[src/hdl/charger_regs.svh]
// Register offsets, reset values, field limits and bus constants for
// the charger control register bank. Assumes an 8-bit register space.
`ifndef CHARGER_REGS_SVH
`define CHARGER_REGS_SVH
// Bus slave address (7 bits)
`define DEV_ADDR 7'h6b
// Register offsets
`define OFS_INPUT_CONTROL 8'h00
`define OFS_POWER_ON_CONFIG 8'h01
`define OFS_CHARGE_CURRENT_CONTROL 8'h02
`define OFS_FAULT 8'h09
`define OFS_AFTER_FAULT 8'h0a
`define OFS_LAST 8'h0b
// Power-on values
`define POR_INPUT_CONTROL 8'h17
`define POR_POWER_ON_CONFIG 8'h1a
`define POR_CHARGE_CURRENT_CONTROL 8'ha2
// Bits restored by watchdog expiry, per register
`define WD_MASK_INPUT_CONTROL 8'h80
`define WD_MASK_POWER_ON_CONFIG 8'h70
`define WD_MASK_CHARGE_CURRENT_CONTROL 8'hbf
// Read answers
`define RD_UNMAPPED 8'hff
`define RD_NOT_HELD 8'h00
// Field positions
`define BIT_DISCONNECT 7
`define BIT_LIGHT_LOAD_OFF 7
`define BIT_KICK 6
`define BIT_BOOST_EN 5
`define BIT_CHARGE_EN 4
`define BIT_LOW_BATT_SEL 0
`define BIT_BOOST_LIMIT 7
`define BIT_FULL_ON 6
// Field values
`define STATUS_PIN_OFF 2'h3
`define IIN_CODE_500MA 5'h04
`define IIN_CODE_700MA 5'h06
`define FAST_CHARGE_CURRENT_CODE_MAX 6'h32
`define FAST_CHARGE_CURRENT_CODE_ZERO 6'h00
`define LOW_BATT_FALL_MV 12'hb86
`define LOW_BATT_RISE_MV 12'hc4e
// Bit counting on the serial bus
`define BITS_PER_BYTE 4'h8
`endif

[src/hdl/charger_pkg.sv]
// Types shared by the charger register bank.
// Assumes the constants header is included where numbers are needed.
package charger_pkg;
  // Serial slave sequencing
  typedef enum logic [2:0] {
    ST_IDLE,
    ST_DEV,
    ST_REGADR,
    ST_WDATA,
    ST_ACK,
    ST_RDATA,
    ST_RACK
  } i2c_state_t;
  typedef logic [7:0] byte_t;
endpackage

[src/hdl/charger_ctrl_regs.sv]
// Charger control registers 0x00-0x02 behind a serial two-wire slave.
// Assumes watchdog, detection and reset pulses come from clk_sys logic.
`timescale 1ns/1ps
`include "charger_regs.svh"
module charger_ctrl_regs
  import charger_pkg::*;
#(
  parameter logic [6:0] SLAVE_ADDR = `DEV_ADDR,
  parameter logic [4:0] IIN_CODE_SRC_LOW = 5'h17,
  parameter logic [11:0] ALT_FALL_MV = `LOW_BATT_FALL_MV,
  parameter logic [11:0] ALT_RISE_MV = `LOW_BATT_RISE_MV
) (
  input wire logic clk_sys,
  input wire logic rst_n,
  input wire logic scl_in,
  input wire logic sda_in,
  output logic sda_out,
  output logic sda_oe,
  input wire logic src_sel_pin,
  input wire logic charge_enable_n_pin,
  input wire logic wd_expire,
  input wire logic wd_timer_cleared,
  input wire logic reg_reset,
  input wire logic src_detect_done,
  output logic input_disconnect_en,
  output logic high_impedance_state,
  output logic [1:0] status_pin_ctrl,
  output logic status_pin_en,
  output logic [4:0] input_current_limit,
  output logic light_load_mode_off,
  output logic watchdog_kick,
  output logic boost_output_en,
  output logic charge_en_bit,
  output logic charge_active,
  output logic [2:0] min_system_voltage,
  output logic boost_low_batt_sel,
  output logic [11:0] batt_low_fall_mv,
  output logic [11:0] batt_low_rise_mv,
  output logic boost_current_limit,
  output logic input_switch_full_on,
  output logic high_r_switch_sel,
  output logic [5:0] fast_charge_current
);

  ////////////////////////////////////////////////////////////////////////
  // Pin sampling
  logic scl_s, sda_s, src_sel_s, ce_n_s; // Synchronised pins
  logic scl_p_q, sda_p_q; // Previous synchronised bus levels
  sync_2ff #(.RESET_VAL(1'b1)) u_sync_scl (.clk_sys(clk_sys),
    .rst_n(rst_n), .async_in(scl_in), .sync_out(scl_s));
  sync_2ff #(.RESET_VAL(1'b1)) u_sync_sda (.clk_sys(clk_sys),
    .rst_n(rst_n), .async_in(sda_in), .sync_out(sda_s));
  sync_2ff #(.RESET_VAL(1'b0)) u_sync_sel (.clk_sys(clk_sys),
    .rst_n(rst_n), .async_in(src_sel_pin), .sync_out(src_sel_s));
  // Pin defaults high so charging stays off until the pin is first sampled
  sync_2ff #(.RESET_VAL(1'b1)) u_sync_ce (.clk_sys(clk_sys),
    .rst_n(rst_n), .async_in(charge_enable_n_pin), .sync_out(ce_n_s));

  // Edge history, read only after the second synchroniser stage
  always_ff @(posedge clk_sys or negedge rst_n) begin
    if (!rst_n) begin
      scl_p_q <= 1'b1;
      sda_p_q <= 1'b1;
    end else begin
      scl_p_q <= scl_s;
      sda_p_q <= sda_s;
    end
  end

  logic scl_rise, scl_fall, bus_start, bus_stop;
  assign scl_rise = scl_s & ~scl_p_q;
  assign scl_fall = ~scl_s & scl_p_q;
  // Data edges while the clock stays high frame a transfer
  assign bus_start = scl_s & scl_p_q & sda_p_q & ~sda_s;
  assign bus_stop = scl_s & scl_p_q & ~sda_p_q & sda_s;

  ////////////////////////////////////////////////////////////////////////
  // Register storage
  byte_t regs_q [3]; // Eight-bit registers
  byte_t regs_d [3];
  logic det_done_q, det_done_d; // Source detection has completed
  logic kick_q, kick_d; // Pulse toward the watchdog timer
  byte_t rd_data; // Byte presented for a read
  logic wr_en; // Byte received for a register
  byte_t wr_data;
  byte_t ptr_q, ptr_d; // Register pointer
  byte_t ptr_next; // Pointer after auto-increment

  // Auto-increment steps over the fault register
  assign ptr_next = (ptr_q == `OFS_FAULT - 8'h01) ? `OFS_AFTER_FAULT :
                    ptr_q + 8'h01;

  // Read mux: held registers, other mapped ones zero, beyond 0x0b ones
  always_comb begin
    if (ptr_q > `OFS_LAST) begin
      rd_data = `RD_UNMAPPED;
    end else if (ptr_q <= `OFS_CHARGE_CURRENT_CONTROL) begin
      rd_data = regs_q[ptr_q[1:0]];
    end else begin
      rd_data = `RD_NOT_HELD;
    end
  end

  // Next register values; later steps take priority
  always_comb begin
    regs_d = regs_q;
    det_done_d = det_done_q | src_detect_done;
    kick_d = 1'b0;
    // Watchdog expiry restores only its own fields
    if (wd_expire) begin
      regs_d[0] = (regs_q[0] & ~`WD_MASK_INPUT_CONTROL) |
                  (`POR_INPUT_CONTROL & `WD_MASK_INPUT_CONTROL);
      regs_d[1] = (regs_q[1] & ~`WD_MASK_POWER_ON_CONFIG) |
                  (`POR_POWER_ON_CONFIG & `WD_MASK_POWER_ON_CONFIG);
      regs_d[2] = (regs_q[2] & ~`WD_MASK_CHARGE_CURRENT_CONTROL) |
                  (`POR_CHARGE_CURRENT_CONTROL &
                   `WD_MASK_CHARGE_CURRENT_CONTROL);
    end
    // Timer has restarted, so drop the kick request
    if (wd_timer_cleared) begin
      regs_d[1][`BIT_KICK] = 1'b0;
    end
    // Detection result replaces the input limit
    if (src_detect_done) begin
      regs_d[0][4:0] = src_sel_s ? `IIN_CODE_500MA : IIN_CODE_SRC_LOW;
    end
    // Host writes come after hardware clears, so a set wins
    if (wr_en) begin
      unique case (ptr_q)
        `OFS_INPUT_CONTROL: begin
          regs_d[0][7:5] = wr_data[7:5];
          // Limit is locked until detection has finished
          if (det_done_q) begin
            regs_d[0][4:0] = wr_data[4:0];
          end
        end
        `OFS_POWER_ON_CONFIG: begin
          regs_d[1][7] = wr_data[7];
          regs_d[1][5:0] = wr_data[5:0];
          // Only a one does anything on the kick bit
          if (wr_data[`BIT_KICK]) begin
            regs_d[1][`BIT_KICK] = 1'b1;
            kick_d = 1'b1;
          end
        end
        `OFS_CHARGE_CURRENT_CONTROL: begin
          regs_d[2][7:6] = wr_data[7:6];
          // Oversized codes are stored as the ceiling
          regs_d[2][5:0] = (wr_data[5:0] > `FAST_CHARGE_CURRENT_CODE_MAX) ?
                           `FAST_CHARGE_CURRENT_CODE_MAX : wr_data[5:0];
        end
        default: begin
          // Registers outside this bank are accepted and dropped
        end
      endcase
    end
    // Register reset restores all three registers; detection state and the kick pulse are kept
    if (reg_reset) begin
      regs_d[0] = `POR_INPUT_CONTROL;
      regs_d[1] = `POR_POWER_ON_CONFIG;
      regs_d[2] = `POR_CHARGE_CURRENT_CONTROL;
    end
  end

  // Register flops with power-on values
  always_ff @(posedge clk_sys or negedge rst_n) begin
    if (!rst_n) begin
      regs_q[0] <= `POR_INPUT_CONTROL;
      regs_q[1] <= `POR_POWER_ON_CONFIG;
      regs_q[2] <= `POR_CHARGE_CURRENT_CONTROL;
      det_done_q <= 1'b0;
      kick_q <= 1'b0;
    end else begin
      regs_q <= regs_d;
      det_done_q <= det_done_d;
      kick_q <= kick_d;
    end
  end

  ////////////////////////////////////////////////////////////////////////
  // Field decode toward the analog core
  assign input_disconnect_en = regs_q[0][`BIT_DISCONNECT];
  assign high_impedance_state = input_disconnect_en;
  assign status_pin_ctrl = regs_q[0][6:5];
  // Reserved codes leave the pin working; only 11 floats it
  assign status_pin_en = (status_pin_ctrl != `STATUS_PIN_OFF);
  assign input_current_limit = regs_q[0][4:0];
  assign light_load_mode_off = regs_q[1][`BIT_LIGHT_LOAD_OFF];
  assign watchdog_kick = kick_q;
  assign boost_output_en = regs_q[1][`BIT_BOOST_EN];
  assign charge_en_bit = regs_q[1][`BIT_CHARGE_EN];
  assign min_system_voltage = regs_q[1][3:1];
  assign boost_low_batt_sel = regs_q[1][`BIT_LOW_BATT_SEL];
  // Default thresholds; the other setting is a parameter
  assign batt_low_fall_mv = boost_low_batt_sel ? ALT_FALL_MV :
                            `LOW_BATT_FALL_MV;
  assign batt_low_rise_mv = boost_low_batt_sel ? ALT_RISE_MV :
                            `LOW_BATT_RISE_MV;
  assign boost_current_limit = regs_q[2][`BIT_BOOST_LIMIT];
  assign input_switch_full_on = regs_q[2][`BIT_FULL_ON];
  assign fast_charge_current = regs_q[2][5:0];
  // Boost always uses the full switch
  assign high_r_switch_sel = ~boost_output_en & ~input_switch_full_on &
                             (input_current_limit < `IIN_CODE_700MA);
  // Boost wins, pin and bit must agree, zero current stops it
  assign charge_active = charge_en_bit & ~ce_n_s & ~boost_output_en &
    (fast_charge_current != `FAST_CHARGE_CURRENT_CODE_ZERO);

  ////////////////////////////////////////////////////////////////////////
  // Serial slave sequencer
  i2c_state_t st_q, st_d, nxt_q, nxt_d; // State and state after ACK
  logic [3:0] cnt_q, cnt_d; // Bits moved in this byte
  byte_t sh_q, sh_d; // Shift register
  logic oe_q, oe_d; // Pulls data low while set
  assign sda_out = 1'b0;
  assign sda_oe = oe_q;

  always_comb begin
    st_d = st_q;
    nxt_d = nxt_q;
    cnt_d = cnt_q;
    sh_d = sh_q;
    oe_d = oe_q;
    ptr_d = ptr_q;
    wr_en = 1'b0;
    wr_data = sh_q;
    if (bus_stop) begin
      st_d = ST_IDLE;
      oe_d = 1'b0;
    end else if (bus_start) begin
      // Repeated start keeps the pointer for the read phase
      st_d = ST_DEV;
      cnt_d = 4'h0;
      oe_d = 1'b0;
    end else begin
      unique case (st_q)
        ST_IDLE: begin
          oe_d = 1'b0;
        end
        ST_DEV, ST_REGADR, ST_WDATA: begin
          if (scl_rise) begin
            sh_d = {sh_q[6:0], sda_s};
            cnt_d = cnt_q + 4'h1;
          end else if (scl_fall && cnt_q == `BITS_PER_BYTE) begin
            cnt_d = 4'h0;
            st_d = ST_IDLE; // No match: stay silent
            if (st_q == ST_DEV && sh_q[7:1] == SLAVE_ADDR) begin
              oe_d = 1'b1;
              st_d = ST_ACK;
              nxt_d = sh_q[0] ? ST_RDATA : ST_REGADR;
            end else if (st_q == ST_REGADR && sh_q <= `OFS_LAST) begin
              ptr_d = sh_q;
              oe_d = 1'b1;
              st_d = ST_ACK;
              nxt_d = ST_WDATA;
            end else if (st_q == ST_WDATA && ptr_q <= `OFS_LAST) begin
              wr_en = 1'b1;
              ptr_d = ptr_next;
              oe_d = 1'b1;
              st_d = ST_ACK;
              nxt_d = ST_WDATA;
            end
            // Other outcomes fall through as NACK and idle
          end
        end
        ST_ACK: begin
          if (scl_fall) begin
            cnt_d = 4'h0;
            st_d = nxt_q;
            oe_d = 1'b0;
            if (nxt_q == ST_RDATA) begin
              // Present the first bit as the clock goes low
              sh_d = rd_data;
              oe_d = ~rd_data[7];
              cnt_d = 4'h1;
            end
          end
        end
        ST_RDATA: begin
          if (scl_fall) begin
            if (cnt_q == `BITS_PER_BYTE) begin
              oe_d = 1'b0; // Master drives its acknowledge
              st_d = ST_RACK;
            end else begin
              sh_d = {sh_q[6:0], 1'b0};
              oe_d = ~sh_q[6];
              cnt_d = cnt_q + 4'h1;
            end
          end
        end
        ST_RACK: begin
          if (scl_rise) begin
            if (sda_s) begin
              st_d = ST_IDLE; // Master has had enough
            end else begin
              ptr_d = ptr_next;
              st_d = ST_ACK;
              nxt_d = ST_RDATA;
            end
          end
        end
      endcase
    end
  end

  // Sequencer flops
  always_ff @(posedge clk_sys or negedge rst_n) begin
    if (!rst_n) begin
      st_q <= ST_IDLE;
      nxt_q <= ST_IDLE;
      cnt_q <= 4'h0;
      sh_q <= 8'h00;
      oe_q <= 1'b0;
      ptr_q <= 8'h00;
    end else begin
      st_q <= st_d;
      nxt_q <= nxt_d;
      cnt_q <= cnt_d;
      sh_q <= sh_d;
      oe_q <= oe_d;
      ptr_q <= ptr_d;
    end
  end
endmodule // charger_ctrl_regs

[src/hdl/sync_2ff.sv]
// Two flip-flop synchroniser for one level from outside the clock domain.
// Assumes the input is a slow level; the output lags by two edges.
`timescale 1ns/1ps
module sync_2ff #(
  parameter logic RESET_VAL = 1'b0
) (
  input wire logic clk_sys,
  input wire logic rst_n,
  input wire logic async_in,
  output logic sync_out
);
  // First stage feeds only the second stage
  logic meta_q;
  always_ff @(posedge clk_sys or negedge rst_n) begin
    if (!rst_n) begin
      meta_q <= RESET_VAL;
      sync_out <= RESET_VAL;
    end else begin
      meta_q <= async_in;
      sync_out <= meta_q;
    end
  end
endmodule // sync_2ff
[config.mk]
export PLATFORM = sky130hd
export DESIGN_NAME = charger_ctrl_regs
export DESIGN_NICKNAME = d
export VERILOG_FILES = /design/src/hdl/charger_pkg.sv /design/src/hdl/charger_ctrl_regs.sv /design/src/hdl/sync_2ff.sv
export VERILOG_INCLUDE_DIRS = /design/src /design/src/hdl
export SDC_FILE = /design/constraint.sdc
export NUM_CORES = 1
export LEC_CHECK = 0
export ABC_CLOCK_PERIOD_IN_PS = 2300
export BUFFER_PORTS_ARGS = -buffer_cell sky130_fd_sc_hd__buf_2
export CORE_MARGIN = 2
export CORE_UTILIZATION = 35
export CTS_CLUSTER_DIAMETER = 120
export DETAILED_ROUTE_END_ITERATION = 8
export GPL_TIMING_DRIVEN = 0
export HOLD_SLACK_MARGIN = 0.02
export SYNTH_ARGS = -nofsm -noshare
export SYNTH_HDL_FRONTEND = slang
export SYNTH_HIERARCHICAL = 1
export SYNTH_SLANG_ARGS = --single-unit
[constraint.sdc]
create_clock -name clk_sys -period 2.3 [get_ports clk_sys]
set_input_delay 0.575 -clock clk_sys [delete_from_list [all_inputs] [get_ports clk_sys]]
set_output_delay 0.575 -clock clk_sys [all_outputs]
set_load 0.02 [all_outputs]
==> reports/qor.yml <==
timing:
  fin_crit_sh_pct: 97.1
  fin_crit_ps: 2230
  finalSetupViolCount: 0
  final-hold-violation-count: 0
  max_slew_margin_pct: 45.9
  fmax_mhz: 448
  worst_pin_slew_ps: 811
  rsz0062_at_grt: "true"
  skew_ps: 5.38
  maxSlewViolCount: 0
  whs_ps: 319
synthesis:
  synth_edf_count: 0
  synth_cell_type_count: 63
  ys_ff_latch: 63
  synthFlopType: "dfrtp_1"
  ys_seq_area_share_pct: 40.2
  postSynth.asyncResetShare_pct: 100
  synth.avg_cell_area_sq_um: 9.22
  synth_top_area_share_pct: 28.3
  synth_cells: 432
  synth_top_cell_by_area: "dfrtp_1"
  syn-cell-area_sq_um: 3980
  yosysWarningCount: 6
  synthTopCellsByArea: "dfrtp_1 28%, dfstp_2 12%, buf_4 8.3%"
worst_setup_path:
  worstSetupPathType: "reg2out"
  crit_path_end_kind: "output pin"
  critPathArrivalTime_ps: 1660
  critPathMaxFanout: 4
  regToRegSetupSlack_ps: 70
  critPathLaunchType: "register"
  critical_path_required_ps: 1730
global_routing:
  grt_pass1_vias: 3157
  grt_pass1_wl_microns: 16800
  grt_max_degree: 64
  grt_overflow: 0
  track_usage_pct: 16.8
  antenna_found_initial: 0
die:
  io_pins: 64
  core-area_sq_um: 11000
  die_area_sq_um: 12200
  start_util_pct: 36.2
  fp-row-count: 38
  fp.dieW_microns: 111
  die_h_microns: 111
placed_design:
  post-dp-hpwl_microns: 7120
  portBuffers: 37
  gp_congestion: 0.876
  dp_cells: 632
cts:
  clock_latency_ps: 330
  cts_root_buf: "clkbuf_16"
  tritoncts: "yes"
  cts_buffers: 9
  clk_pin_slew_ps: 50
  h-tree-depth: 3
  cts.sinks: 63
  clk_path_buf_depth: 2
layout:
  drive_gt1_share_pct: 31.4
  fillers: 1078
  final_nets: 533
  area_delta_synth_final_pct: 23.8
  final_util_pct: 44.9
  fin_cells: 662
  seq_area_sq_um: 1600
  multi_input_area_sq_um: 2080
  insertedDiodeCount: 0
pwr:
  p_per_area_nw_per_um2: 536
  vdd_ir_drop_max_mv: 0.362
  p_leak_nw: 2.23
worst_hold_path:
  hp-class: "in2async"
drt:
  wire_per_inst_microns: 15.6
  routed_wl_microns: 10400
  drc: 0
  drt_iter0_drc: 198
  vias: 3437
  vias_per_cell: 5.19
  final_antenna_net_count: 0
  dr.pass1.iters: 4
job:
  maxCapViolations: 0
run_status:
  status: "complete, no violations"
==> critical path, stage by stage, from the launching register on <==
cell and delay (ps):
dfrtp_1 420, or4_1 530, nor3_1 150, nor4b_1 70
buf_2 160
==> metal layers <==
| layer | wire [microns] | track usage, % | share of wire [%] |
|---|---|---|---|
| met1 | 4900 | 24.5 | 47 |
| met2 | 4840 | 25.1 | 47 |
| met3 | 474 | 2.41 | 4.6 |
| met4 | 141 | 6.25 | 1.4 |
| met5 | 0 | 0 | 0 |
==> state kept, by name, indices dropped and copies added, names as in the netlist, 2 cells and up <==
signal,cells
status_pin_ctrl,2
min_system_voltage,3
fast_charge_current,6
st_q,3
nxt_q,3
ptr_q,8
cnt_q,4
input_current_limit,5
sh_q,8
==> synthesized netlist by cell type, types with 3 or more instances <==
cell and instances:
o31ai_1 4, nor2b_1 7, o211ai_1 6, dfrtp_1 45
ha_1 6, a211oi_1 9, inv_1 17, mux2_2 3
nand4_1 3, and3_1 5, a32oi_1 3, buf_2 4
o21ai_0 10, mux2i_1 19, or4_1 3, o21bai_1 6
nor4_1 3, a32o_1 5, a21o_1 8, dfstp_2 18
or3_1 3, a22oi_1 3, nand2_1 40, buf_4 44
a21oi_1 21, nand3b_1 10, nand3_1 7, nor2_1 30
nand2b_1 6, clkbuf_1 18, o2bb2ai_1 9, nand4b_1 4
nor3_1 14
==> through the flow <==
step | setup WS (ps) | TNS [ps] | power, W | area [sq um]
after floorplan | 199 | 0 | 0.00136 | 4070
after global placement | -235 | -2990 | 0.00144 | 4430
after detailed placement | -236 | -4440 | 0.00144 | 4430
after CTS | 0.411 | 0 | 0.00266 | 4760
after global routing | -28.8 | -73.3 | 0.00275 | 4930
final | 67.8 | 0 | 0.00264 | 4930
==> placed cells by master, fill, tap and decap left out, drive strengths merged, types with 10 or more instances in the layout <==
cell type	synthesis	layout
inv	17	17
a21oi	21	21
mux2i	19	19
dfrtp	45	45
o21ai	10	10
nor2	31	31
buf	50	104
clkbuf	18	27
nand2	40	40
conb	2	25
dfstp	18	18
a211oi	10	10
nor3	15	15
nand3b	10	10
==> cell type report <==
type	instances	share of cell area [%]
plain buffers	63	8.56
clock buffers	12	4.80
clock inverters	4	0.457
inverters	17	1.29
multi-input cells	307	42.1
flip-flops and latches	63	32.5
well taps	140	3.55
repair buffers	56	6.70
==> path summary, 6_finish.rpt <==
path	from	to	depth (start not counted)
setup / recovery	fast_charge_current[3]	charge_active	4
hold / removal	rst_n	fast_charge_current[4]	1
min in group clk_sys	charge_enable_n_pin	u_sync_ce/meta_q	1
setup reg to reg	ptr_q[4]	input_current_limit[3]	6
hold reg to reg	u_sync_sel/meta_q	u_sync_sel/sync_out	0
max in group asynchronous	rst_n	ptr_q[5]	1
==> what timing repair did <==
item	4_1_cts	5_1_grt
pin swaps	3	9
endpoints found under the setup margin	39	39
hold buffers	0	0
buffers inserted	4	15
gates cloned	0	0
gates resized for setup	11	17
==> report_power, final <==
| part | internal, W | leakage [nW] | switching [W] |
|---|---|---|---|
| logic | 0.0000927 | 1.30 | 0.000171 |
| clock network | 0.000723 | 0.126 | 0.000488 |
| registers | 0.00115 | 0.803 | 0.0000221 |
| total | 0.00196 | 2.23 | 0.000682 |
==> kinds of logic (layout without fill, tap and decap cells) <==
group           Yosys count  count (layout)  synth area share (%)
buf+inv                  85             152                  12.3
flops                    63              63                  40.2
fa+ha+maj                 6               6                  1.89
simple gates            153             153                  21.1
mux                      22              22                  5.63
xor+xnor                  1               1                 0.220
other cells               2              25                 0.189
compound gates          100             100                  18.5
Note: power is estimated with default switching activity, not from simulation.
